===== src/hdl/sbl_pkg.sv =====
// package: constants and carrier types for the serial boot loader block
package sbl_pkg;
  localparam int CLK_HZ = 10000000;
  localparam int ADDR_W = 24;
  localparam logic [23:0] FLASH_SEG0_LO = 24'h000000;
  localparam logic [23:0] FLASH_SEG0_HI = 24'h007FFF;
  localparam logic [23:0] FLASH_SEG1_LO = 24'h010000;
  localparam logic [23:0] FLASH_SEG1_HI = 24'h017FFF;
  localparam logic [23:0] LOAD_BASE = 24'h00FA40;
  localparam logic [23:0] RESET_VECTOR = 24'h000000;
  localparam logic [5:0] LOAD_COUNT = 6'h20;
  localparam logic [15:0] MEAS_OFFSET = 16'h0024;
  localparam logic [15:0] MEAS_DIV = 16'h0048;
  localparam logic [4:0] OVERSAMPLE = 5'h1F;
  localparam logic [4:0] MID_SAMPLE = 5'h0F;
  localparam logic [3:0] FRAME_BITS = 4'h9;
  localparam logic [1:0] MEAS_PRESCALE = 2'h3;
  localparam logic [7:0] IDENT_BYTE = 8'hA6;

  typedef struct packed {
    logic [23:0] addr;
    logic code_fetch;
  } sbl_fetch_s;

  typedef struct packed {
    logic valid;
    logic [7:0] data;
  } sbl_byte_s;

  typedef struct packed {
    logic we;
    logic [23:0] addr;
    logic [7:0] data;
  } sbl_ram_wr_s;
endpackage


===== src/hdl/sbl_loader.sv =====
// top: boot loader mode control, baud measurement, load sequence and fetch redirect
// Functional notes
// - enter mode when strap low at hardware reset
// - wait for zero byte on receive line
// - drive transmit line, send identification byte
// - watchdog disabled while mode active
// - external access pin ignored in mode
// - code fetches to flash go to boot ROM
// - data reads of flash area hit user flash
// - redirect follows flash mapped to segment one
// - romless data reads may be undefined
// - store 32 bytes at FA40h to FA5Fh
// - then jump to FA40h
// - mode persists after the jump
// - software reset always leaves the mode
// - hardware reset, strap high: normal start
// - time zero byte with measurement timer
// - reload equals count minus 36 over 72
// - timer overflow spoils serial setup
`timescale 1ns/1ps
module sbl_loader
#(
  parameter logic [7:0] IDENT = sbl_pkg::IDENT_BYTE, // arbitrary value
  parameter bit HAS_FLASH = 1'b1
)
(
  input wire logic I_SYS_CLK,
  input wire logic I_RESET,
  input wire logic I_SW_RESET,
  input wire logic I_BOOT_STRAP_PIN,
  input wire logic I_EXTERNAL_ACCESS_PIN,
  input wire logic I_FLASH_IN_SEG1,
  input wire logic I_SERIAL_RECEIVE_LINE,
  input wire sbl_pkg::sbl_fetch_s I_FETCH,
  output logic O_SERIAL_TRANSMIT_LINE,
  output logic O_SERIAL_TRANSMIT_OE_N,
  output logic O_BOOT_LOADER_MODE,
  output logic O_WATCHDOG_ENABLE,
  output logic O_USE_EXTERNAL_MEM,
  output logic O_BOOT_ROM_SELECT,
  output logic O_DATA_UNDEFINED,
  output sbl_pkg::sbl_ram_wr_s O_RAM_WR,
  output logic O_JUMP,
  output logic [23:0] O_JUMP_ADDR,
  output logic O_BAUD_ERROR,
  output logic [15:0] O_BAUD_RELOAD_VALUE
);
  typedef enum logic [5:0]
  {
    S_IDLE = 6'b000001,
    S_WAIT_LOW = 6'b000010,
    S_MEASURE = 6'b000100,
    S_SEND_ID = 6'b001000,
    S_LOAD = 6'b010000,
    S_RUN = 6'b100000
  } sbl_state_e;

  typedef struct packed {
    sbl_state_e state;
    logic [2:0] rx_sync;
    logic rx_level;
    logic [1:0] pre;
    logic [15:0] timer;
    logic [1:0] highs;
    logic mode;
    logic wdt_en;
    logic [5:0] count;
    logic tx_start;
    logic tx_oe_n;
    logic rx_en;
    logic baud_err;
    logic [15:0] reload;
    logic boot_sel;
    logic undef;
    logic use_ext;
    logic jump;
    logic [23:0] jump_addr;
    sbl_pkg::sbl_ram_wr_s wr;
  } sbl_top_s;

  sbl_top_s st;
  sbl_top_s next_st;
  logic tx_line;
  logic tx_done;
  sbl_pkg::sbl_byte_s rx_byte;

  // flash window check, shared by both segment mappings
  function automatic logic in_flash(input logic [23:0] a, input logic seg1);
    logic [23:0] lo;
    logic [23:0] hi;
    lo = seg1 ? sbl_pkg::FLASH_SEG1_LO : sbl_pkg::FLASH_SEG0_LO;
    hi = seg1 ? sbl_pkg::FLASH_SEG1_HI : sbl_pkg::FLASH_SEG0_HI;
    in_flash = (a >= lo) && (a <= hi);
  endfunction

  // reload = (count - 36) / 72; counts under 36 clamp to zero
  function automatic logic [15:0] calc_reload(input logic [15:0] t);
    logic [15:0] d;
    d = (t > sbl_pkg::MEAS_OFFSET) ? t - sbl_pkg::MEAS_OFFSET : 16'h0000;
    calc_reload = d / sbl_pkg::MEAS_DIV;
  endfunction

  sbl_uart_rx u_rx
  (
    .i_clk(I_SYS_CLK),
    .i_reset(I_RESET),
    .i_en(st.rx_en),
    .i_rx(st.rx_level),
    .i_reload(st.reload),
    .o_byte(rx_byte)
  );

  sbl_uart_tx u_tx
  (
    .i_clk(I_SYS_CLK),
    .i_reset(I_RESET),
    .i_start(st.tx_start),
    .i_data(IDENT),
    .i_reload(st.reload),
    .o_tx(tx_line),
    .o_done(tx_done)
  );

  // receive pin passes three stages; a level counts when stages two and three agree
  always_comb
  begin
    next_st = st;
    next_st.rx_sync = {st.rx_sync[1:0], I_SERIAL_RECEIVE_LINE};
    if (st.rx_sync[2] == st.rx_sync[1])
    begin
      next_st.rx_level = st.rx_sync[2];
    end
    next_st.tx_start = 1'b0;
    next_st.jump = 1'b0;
    next_st.wr.we = 1'b0;
    // redirect only code fetches; data reads see user flash
    next_st.boot_sel = st.mode && I_FETCH.code_fetch
      && in_flash(I_FETCH.addr, I_FLASH_IN_SEG1);
    next_st.undef = st.mode && !HAS_FLASH && !I_FETCH.code_fetch
      && in_flash(I_FETCH.addr, I_FLASH_IN_SEG1);
    next_st.use_ext = st.mode ? 1'b0 : !I_EXTERNAL_ACCESS_PIN;
    if (I_SW_RESET)
    begin
      next_st.mode = 1'b0;
      next_st.state = S_IDLE;
      next_st.rx_en = 1'b0;
      next_st.tx_oe_n = 1'b1;
      next_st.jump = 1'b1;
      next_st.jump_addr = sbl_pkg::RESET_VECTOR;
    end
    else
    begin
      unique case (st.state)
        S_IDLE:
        begin
          if (st.mode)
          begin
            next_st.state = S_WAIT_LOW;
            next_st.highs = 2'h0;
          end
        end
        S_WAIT_LOW:
        begin
          // need idle high before the start bit counts
          if (st.rx_level && st.highs != 2'h3)
          begin
            next_st.highs = st.highs + 2'h1;
          end
          if (!st.rx_level && st.highs == 2'h3)
          begin
            next_st.state = S_MEASURE;
            next_st.timer = 16'h0000;
            next_st.pre = 2'h0;
          end
        end
        S_MEASURE:
        begin
          // timer ticks every fourth clock; line low spans start plus eight zero bits
          next_st.pre = st.pre + 2'h1;
          if (st.pre == sbl_pkg::MEAS_PRESCALE)
          begin
            if (st.timer == 16'hFFFF)
            begin
              next_st.baud_err = 1'b1;
            end
            next_st.timer = st.timer + 16'h0001;
          end
          if (st.rx_level)
          begin
            next_st.reload = calc_reload(st.timer);
            next_st.state = S_SEND_ID;
            next_st.tx_start = 1'b1;
            next_st.tx_oe_n = 1'b0;
          end
        end
        S_SEND_ID:
        begin
          if (tx_done)
          begin
            next_st.state = S_LOAD;
            next_st.rx_en = 1'b1;
            next_st.count = 6'h00;
          end
        end
        S_LOAD:
        begin
          if (rx_byte.valid)
          begin
            next_st.wr.we = 1'b1;
            next_st.wr.addr = sbl_pkg::LOAD_BASE + {18'h00000, st.count};
            next_st.wr.data = rx_byte.data;
            next_st.count = st.count + 6'h01;
            if (st.count == sbl_pkg::LOAD_COUNT - 6'h01)
            begin
              next_st.state = S_RUN;
            end
          end
        end
        S_RUN:
        begin
          // one-shot jump after the final store; mode and receiver stay on
          if (!st.jump && st.jump_addr != sbl_pkg::LOAD_BASE)
          begin
            next_st.jump = 1'b1;
            next_st.jump_addr = sbl_pkg::LOAD_BASE;
          end
        end
        default:
        begin
          next_st.state = S_IDLE;
        end
      endcase
    end
    next_st.wdt_en = !next_st.mode;
  end

  // strap is caught on the clocked release of the hardware reset
  always_ff @(posedge I_SYS_CLK)
  begin
    if (I_RESET)
    begin
      st <= '0;
      st.state <= S_IDLE;
      st.rx_sync <= 3'h7;
      st.rx_level <= 1'b1;
      st.tx_oe_n <= 1'b1;
      st.jump_addr <= sbl_pkg::RESET_VECTOR;
      st.mode <= !I_BOOT_STRAP_PIN;
      st.wdt_en <= I_BOOT_STRAP_PIN;
    end
    else
    begin
      st <= next_st;
    end
  end

  assign O_SERIAL_TRANSMIT_LINE = tx_line;
  assign O_SERIAL_TRANSMIT_OE_N = st.tx_oe_n;
  assign O_BOOT_LOADER_MODE = st.mode;
  assign O_WATCHDOG_ENABLE = st.wdt_en;
  assign O_USE_EXTERNAL_MEM = st.use_ext;
  assign O_BOOT_ROM_SELECT = st.boot_sel;
  assign O_DATA_UNDEFINED = st.undef;
  assign O_RAM_WR = st.wr;
  assign O_JUMP = st.jump;
  assign O_JUMP_ADDR = st.jump_addr;
  assign O_BAUD_ERROR = st.baud_err;
  assign O_BAUD_RELOAD_VALUE = st.reload;
endmodule


===== src/hdl/sbl_uart_rx.sv =====
// receiver: 32x-oversampled asynchronous byte receiver
`timescale 1ns/1ps
module sbl_uart_rx
(
  input wire logic i_clk,
  input wire logic i_reset,
  input wire logic i_en,
  input wire logic i_rx,
  input wire logic [15:0] i_reload,
  output sbl_pkg::sbl_byte_s o_byte
);
  typedef struct packed {
    logic busy;
    logic [15:0] pre;
    logic [4:0] tick;
    logic [3:0] bit_n;
    logic [7:0] shreg;
    sbl_pkg::sbl_byte_s out;
  } sbl_rx_s;

  sbl_rx_s st;
  sbl_rx_s next_st;

  // sample at mid bit; the rate is clk / (32 * (reload + 1))
  always_comb
  begin
    next_st = st;
    next_st.out.valid = 1'b0;
    if (!i_en)
    begin
      next_st.busy = 1'b0;
    end
    else if (!st.busy)
    begin
      if (!i_rx)
      begin
        next_st.busy = 1'b1;
        next_st.pre = i_reload;
        next_st.tick = sbl_pkg::MID_SAMPLE;
        next_st.bit_n = 4'h0;
      end
    end
    else if (st.pre != 16'h0000)
    begin
      next_st.pre = st.pre - 16'h0001;
    end
    else
    begin
      next_st.pre = i_reload;
      if (st.tick != 5'h00)
      begin
        next_st.tick = st.tick - 5'h01;
      end
      else
      begin
        next_st.tick = sbl_pkg::OVERSAMPLE;
        next_st.bit_n = st.bit_n + 4'h1;
        if (st.bit_n == 4'h0 && i_rx)
        begin
          next_st.busy = 1'b0; // false start, drop it
        end
        else if (st.bit_n == sbl_pkg::FRAME_BITS)
        begin
          next_st.busy = 1'b0;
          next_st.out.valid = i_rx; // framing error drops the byte
          next_st.out.data = st.shreg;
        end
        else if (st.bit_n != 4'h0)
        begin
          next_st.shreg = {i_rx, st.shreg[7:1]};
        end
      end
    end
  end

  always_ff @(posedge i_clk)
  begin
    if (i_reset)
    begin
      st <= '0;
    end
    else
    begin
      st <= next_st;
    end
  end

  assign o_byte = st.out;
endmodule


===== src/hdl/sbl_uart_tx.sv =====
// transmitter: one byte, 8N1, at the derived rate
`timescale 1ns/1ps
module sbl_uart_tx
(
  input wire logic i_clk,
  input wire logic i_reset,
  input wire logic i_start,
  input wire logic [7:0] i_data,
  input wire logic [15:0] i_reload,
  output logic o_tx,
  output logic o_done
);
  typedef struct packed {
    logic busy;
    logic [15:0] pre;
    logic [4:0] tick;
    logic [3:0] bit_n;
    logic [9:0] shreg;
    logic done;
  } sbl_tx_s;

  sbl_tx_s st;
  sbl_tx_s next_st;

  // frame is start, eight data lsb first, stop; line idles high
  always_comb
  begin
    next_st = st;
    next_st.done = 1'b0;
    if (!st.busy)
    begin
      next_st.shreg = {10{1'b1}};
      if (i_start)
      begin
        next_st.busy = 1'b1;
        next_st.shreg = {1'b1, i_data, 1'b0};
        next_st.pre = i_reload;
        next_st.tick = sbl_pkg::OVERSAMPLE;
        next_st.bit_n = 4'h0;
      end
    end
    else if (st.pre != 16'h0000)
    begin
      next_st.pre = st.pre - 16'h0001;
    end
    else
    begin
      next_st.pre = i_reload;
      if (st.tick != 5'h00)
      begin
        next_st.tick = st.tick - 5'h01;
      end
      else
      begin
        next_st.tick = sbl_pkg::OVERSAMPLE;
        next_st.shreg = {1'b1, st.shreg[9:1]};
        next_st.bit_n = st.bit_n + 4'h1;
        if (st.bit_n == sbl_pkg::FRAME_BITS)
        begin
          next_st.busy = 1'b0;
          next_st.done = 1'b1;
        end
      end
    end
  end

  always_ff @(posedge i_clk)
  begin
    if (i_reset)
    begin
      st <= '0;
      st.shreg <= {10{1'b1}};
    end
    else
    begin
      st <= next_st;
    end
  end

  assign o_tx = st.shreg[0];
  assign o_done = st.done;
endmodule


===== config.mk =====
export PLATFORM = sky130hd
export DESIGN_NAME = sbl_loader
export DESIGN_NICKNAME = d
export VERILOG_FILES = /design/src/hdl/sbl_pkg.sv /design/src/hdl/sbl_loader.sv /design/src/hdl/sbl_uart_rx.sv /design/src/hdl/sbl_uart_tx.sv
export SDC_FILE = /design/constraint.sdc
export NUM_CORES = 1
export LEC_CHECK = 0
export ABC_AREA = 1
export ABC_CLOCK_PERIOD_IN_PS = 4130
export BUFFER_PORTS_ARGS = -buffer_cell sky130_fd_sc_hd__buf_2
export CORE_MARGIN = 2
export CORE_UTILIZATION = 53
export CTS_CLUSTER_DIAMETER = 100
export DETAILED_ROUTE_END_ITERATION = 7
export PLACE_DENSITY = 0.74
export SYNTH_ARGS = -nofsm -noshare
export SYNTH_HDL_FRONTEND = slang
export SYNTH_SLANG_ARGS = --single-unit

===== constraint.sdc =====
create_clock -name I_SYS_CLK -period 4.13 [get_ports I_SYS_CLK]
set_input_delay 0.826 -clock I_SYS_CLK [delete_from_list [all_inputs] [get_ports I_SYS_CLK]]
set_output_delay 0.826 -clock I_SYS_CLK [all_outputs]
set_load 0.05 [all_outputs]

-- Yosys cells after proc, flatten, opt, wreduce, memory -nomap -nowiden
Index checks and enable logic that the tools add are counted.
Widths: inputs -> output; s select.
- register bits: 176
- bits of input ports: 32
- output and inout bits: 82
- word-level logic and storage cells: 201
- add/sub/neg operators: 12
- div/mod/pow operators: 1
- magnitude comparators: 3
- equal/unequal tests: 28
- muxes and demuxes: 63
- bitwise logic cells: 11
- reduce and logical (&&, ||, !) cells: 48
- operators by type and width (cell ; number):
    $mux 33 ; 3
    $mux 89 ; 1
    $mux 17 ; 5
    $mux 16 ; 5
    $mux 26 ; 3
    $mux 25 ; 3
    $mux 36 ; 2
    $mux 6 ; 8
    $pmux 18 s2 ; 1
    $pmux 6 s6 ; 1
    $reduce_bool 16->1 ; 2
    $sub 16x1->16 const B ; 2
    $ge 24x17->1 ; 1
    $le 24x17->1 ; 1
    $ne 2x2->1 const B ; 11
    $mux 21 ; 1
    $mux 20 ; 1
    $reduce_and 4->1 ; 5
    $mux 18 ; 1
    $add 16x6->17 const A ; 1
    $add 16x1->16 const B ; 1
    $div 16x7->16 const B ; 1
    $eq 16x16->1 const B ; 1
    $gt 16x6->1 const B ; 1
    40 further kinds ; 104

-- Logic depth before layout (Yosys ltp)
- word-level depth: 7
- depth in mapped cells: 52

-- Cells and area by module
Synthesis repeated with hierarchy kept, for this count alone.
- cells, all modules: 1487
- area total of the unflattened synthesis: 9998.3 um^2
- by module, submodules not included (module ; instances ; cells an instance ; area an instance (um^2) ; seq. area each (um^2)):
    sbl_loader ; 1 ; 764 ; 5121.2 ; 1441.4
    sbl_uart_rx ; 1 ; 366 ; 2498.6 ; 860.8
    sbl_uart_tx ; 1 ; 357 ; 2378.5 ; 740.7

-- Least setup slack after synthesis
OpenSTA, ideal clock, no wires.
- path kind: register -> register
- start: reg st[93] (netlist bit)
- end: reg st, in the netlist O_BAUD_RELOAD_VALUE[0]
- setup time: 0.119 ns
- arrival: 4.284 ns
- slack: -0.273 ns
- cell stages (with the launch flop): 46
- buffers on the path: 0
- cells stage by stage: dfxtp_1 -> inv_1 -> ha_1 -> nand2_2 -> nand2_4 -> nand2_4 -> nand2_4 -> nand2_8 -> nand2_2 -> nor2_4 -> nand3_1 -> nand3_2 -> nand2_2 -> nand2_2 -> nand3_1 -> nand2_1 -> nand2_1 -> nand2_1 -> [... 10 more ...] -> nand4_2 -> nand2_2 -> nand2_2 -> o21ai_2 -> inv_2 -> nand2_2 -> nand2_4 -> nand2_2 -> nand4_2 -> nand2_2 -> nand2_4 -> nand2_4 -> xor2_1 -> nand2_1 -> nand2_1 -> nand2_1 -> nand3_1 -> a21oi_1
- longest elaborated chain between the ends: 3
- elaborated cells between the ends (all ways): 4
- classes of those cells: add/sub: 1; div: 1; order compare: 1; mux: 1
- ends and longest elaborated chain (what ; line ; RTL):
    from (decl) ; sbl_loader.sv:81 ; sbl_top_s st;
    from (signal assigned) ; sbl_loader.sv:253 ; st <= next_st;
    $sub 16x6->16 / $gt 16x6->1 (equally long branches) ; sbl_loader.sv:99 ; d = (t > sbl_pkg::MEAS_OFFSET) ? t - sbl_pkg::MEAS_OFFSET : 16'h0000;
    $mux 16 * ; sbl_loader.sv:99 ;
    $div 16x7->16 * ; sbl_loader.sv:100 ; calc_reload = d / sbl_pkg::MEAS_DIV;
Every way passes the cells marked *; elsewhere a longest branch is shown, timed or not.
A chain may end at the register's enable or synchronous reset.

-- Worst setup path after layout
Same ends and word-level chain as after synthesis.

==> results.sh <==
export IMPL_post_route_min_period_ns=5.06
export IMPL_fin_crit_sh_pct=123
export IMPL_numCtsBuffers=17
export IMPL_nNetsFinal=1439
export IMPL_synth_mux_area_share_pct=0
export IMPL_grt_pass1_wl_um=35600
export IMPL_grt_overflow_total=0
export IMPL_synth_top_family_by_area="simple AND/OR/NAND/NOR gates"
export IMPL_setup_violations=4
export IMPL_synth_distinct_cells=51
export IMPL_dp_hpwl_um=14800
export IMPL_holdCritPathClass="flop to flop"
export IMPL_r2r_end="O_BAUD_RELOAD_VALUE[0]"
export IMPL_num_io_pins=114
export IMPL_crit_buf_inv=3
export IMPL_first_iter_violations=536
export IMPL_dieArea_sq_mm=0.0174
export IMPL_ant_nets=0
export IMPL_worstSetupPathType="flop to flop"
export IMPL_yosys_area_share_simple_pct=26.1
export IMPL_via_per_inst=5.25
export IMPL_async_flop_share_pct=0
export IMPL_synth_commonest_cells="inv_1, nand2_1, dfxtp_1"
export IMPL_gp_congestion=0.859
export IMPL_reg2regPathDepth=47
export IMPL_synthTopCellsByArea="dfxtp_1, inv_1, nand2_1"
export IMPL_cp_start_kind="flop"
export IMPL_slew_headroom_pct=40.2
export IMPL_cpMostUsedCell="nand2_4"
export IMPL_synthFlopType="dfxtp_1"
export IMPL_grtUsageTotal_pct=24.3
export IMPL_crit_required_ns=4.47
export IMPL_fp_dieW_um=132
export IMPL_start_util_pct=54.5
export IMPL_fmax_mhz=197
export IMPL_tightest_slew_ns=0.893
export IMPL_drive_gt1_share_pct=26.1
export IMPL_clk_path_buf_depth=2
export IMPL_power_density_mw_per_mm2=318
export IMPL_cts_tree="done"
export IMPL_synthXorXnorAreaFrac_pct=2.93
export IMPL_hp_start="next_st[111]"
export IMPL_finClkSkew_ns=0.00963
export IMPL_maxCapViolations=0
export IMPL_pre_cts_ws_ns=-0.484
export IMPL_power_total_w=0.00343
export IMPL_synth_seq_cells=152
export IMPL_core_area_sq_mm=0.0159
export IMPL_outcome="complete, but fails checks"
export IMPL_clkLatencyLatePin_ns=0.43
export IMPL_wirelength_um=22200
export IMPL_vias=8485
export IMPL_diodes=0
export IMPL_synth_compound_area_share_pct=17.3
export IMPL_cts_sinks=152
export IMPL_min_path_cells=1
export IMPL_die_h_um=132
export IMPL_worst_path_stages=47
export IMPL_postLayoutCoreUtil_pct=67.8
export IMPL_fp_row_count=46
export IMPL_io_buffers=78
export IMPL_nFillCells=1282
export IMPL_hold_viol=0
export IMPL_synth_top_area_share_pct=35.0
export IMPL_synth_seq_area_share_pct=35.0
export IMPL_avgSynthCellArea_sq_um=7.06
export IMPL_cpPeakStageDelay_ns=0.35
export IMPL_grt_pass1_vias=7714
export IMPL_path_delay_family="simple AND/OR/NAND/NOR gates"
export IMPL_synth_most_common_cell="inv_1"
export IMPL_slew_violations=0
export IMPL_min_to="next_st[112]"
export IMPL_rsz0062_at_grt="true"
export IMPL_ir_drop_mv=0.334
export IMPL_htreeDepth=4
export IMPL_drc_errors=0
export IMPL_end_kind="flop"
export IMPL_path_max_fanout=7
export IMPL_netlist_instances=1230
export IMPL_cpMaxStageDelayCell="dfxtp_2"
export IMPL_violations="negative setup slack"
export IMPL_worst_r2r_setup_slack_ns=-0.93
export IMPL_wl_per_cell_um=13.7
export IMPL_firstDrtPassIters=5
export IMPL_grt_max_degree=43
export IMPL_clkTransAtPathRegs_ns=0.07
export IMPL_cp_data_arrival_time_ns=5.41
export IMPL_grt_antenna_before_repair=0
export IMPL_synth_fa_ha_area_share_pct=2.74
export IMPL_synth_top_area_cell="dfxtp_1"
export IMPL_r2r_start="st[93]"
export IMPL_synth_edf_count=0
export IMPL_syn2layout_area_growth_pct=24.4
export IMPL_root_buffer="clkbuf_16"
export IMPL_yosys_warnings=0
export IMPL_fin_ws_ns=-0.934
export IMPL_p_leak_nw=5.11
export IMPL_netlist_area_sq_mm=0.00868
## cell families after synthesis
logic type	Yosys count
xor gates and xnor gates	29
other	1
and+or+nand+nor	480
AOI/OAI and AO/OA	257
buffers and inverters	292
adders and majority gates	19
DFF	152
## area by class of cell
class	instances	area (sq um)	area share (%)
multi-input combinational	820	4780	44.3
timing repair buffer	205	1360	12.5
sequential	152	3050	28.2
inverter	192	726	6.72
tap	216	270	2.50
clock inverter	12	164	1.52
clock buffer	20	457	4.23
## per-stage QoR
stage / cell area, sq um / instances / setup TNS [ns] / hold slack, ns
floorplan: 8890 / 1264 / -0.102 / 0.389
global placement: 9600 / 1551 / -0.559 / 0.411
detailed placement: 9600 / 1551 / -1.05 / 0.410
CTS: 10400 / 1604 / -1.08 / 0.430
global route: 10800 / 1617 / -3.65 / 0.448
finish: 10800 / 1617 / -2.56 / 0.429
## power by group
part	internal [W]	total (W)	switching, W
logic	0.0000678	0.000288	0.000220
registers	0.00149	0.00150	0.0000165
clock network	0.000992	0.00164	0.000648
## state kept, by name, summed over array words and instances, names as in the netlist
register                count
O_WATCHDOG_ENABLE           1
O_BAUD_RELOAD_VALUE        10
u_tx.st                    35
next_st                     2
O_USE_EXTERNAL_MEM          1
u_tx.o_tx                   1
O_BOOT_LOADER_MODE          1
O_JUMP_ADDR                 1
O_BOOT_ROM_SELECT           1
O_BAUD_ERROR                1
O_JUMP                      1
O_RAM_WR                   16
u_rx.st                    34
st                         36
u_rx.o_byte                 9
u_tx.o_done                 1
O_SERIAL_TRANSMIT_OE_N      1
## how the worst max path moves through the flow
stage	slack, ns	end	startpoint
after floorplan	-0.10	O_BAUD_RELOAD_VALUE[0]	st[93]
after global placement	-0.33	O_BAUD_RELOAD_VALUE[0]	st[94]
after detailed placement	-0.48	O_BAUD_RELOAD_VALUE[0]	st[94]
after CTS	-0.43	O_BAUD_RELOAD_VALUE[0]	st[93]
after global routing	-1.20	O_BAUD_RELOAD_VALUE[0]	st[93]
final	-0.93	O_BAUD_RELOAD_VALUE[0]	st[93]
## cells in the final DEF, fill, tap and decap left out, types with 5 or more instances in the layout
cell / count
nand2_1: 138
o211ai_1: 9
nand3_1: 40
clkbuf_16: 17
buf_4: 124
nand3_2: 17
nand2_2: 27
dfxtp_1: 149
a221oi_1: 8
o21ai_0: 82
nor2_1: 121
nor4_1: 12
inv_1: 174
nor2_2: 6
buf_2: 78
ha_1: 18
or2_2: 9
xor2_1: 19
a21oi_1: 84
a211oi_1: 19
o21ai_2: 5
nand4_1: 22
xnor2_1: 9
o21ai_1: 6
a31oi_1: 11
inv_2: 14
nand2_4: 23
nor3_1: 49
conb_1: 35
## metal layers
layer	GRT usage [%]	share of wire [%]	up-vias
met1	30.9	44	3929
met3	4.38	4.2	53
li1	-	-	4285
met5	0	0	-
met4	8.03	2.5	0
met2	41.9	50	218
## repair_timing
item,in CTS,in global routing
setup endpoints to repair,3,7
gates resized for setup,21,66
buffers inserted,21,13
hold buffers,0,0
pin swaps,29,43
No activity file was read; power rests on OpenSTA's default activity.
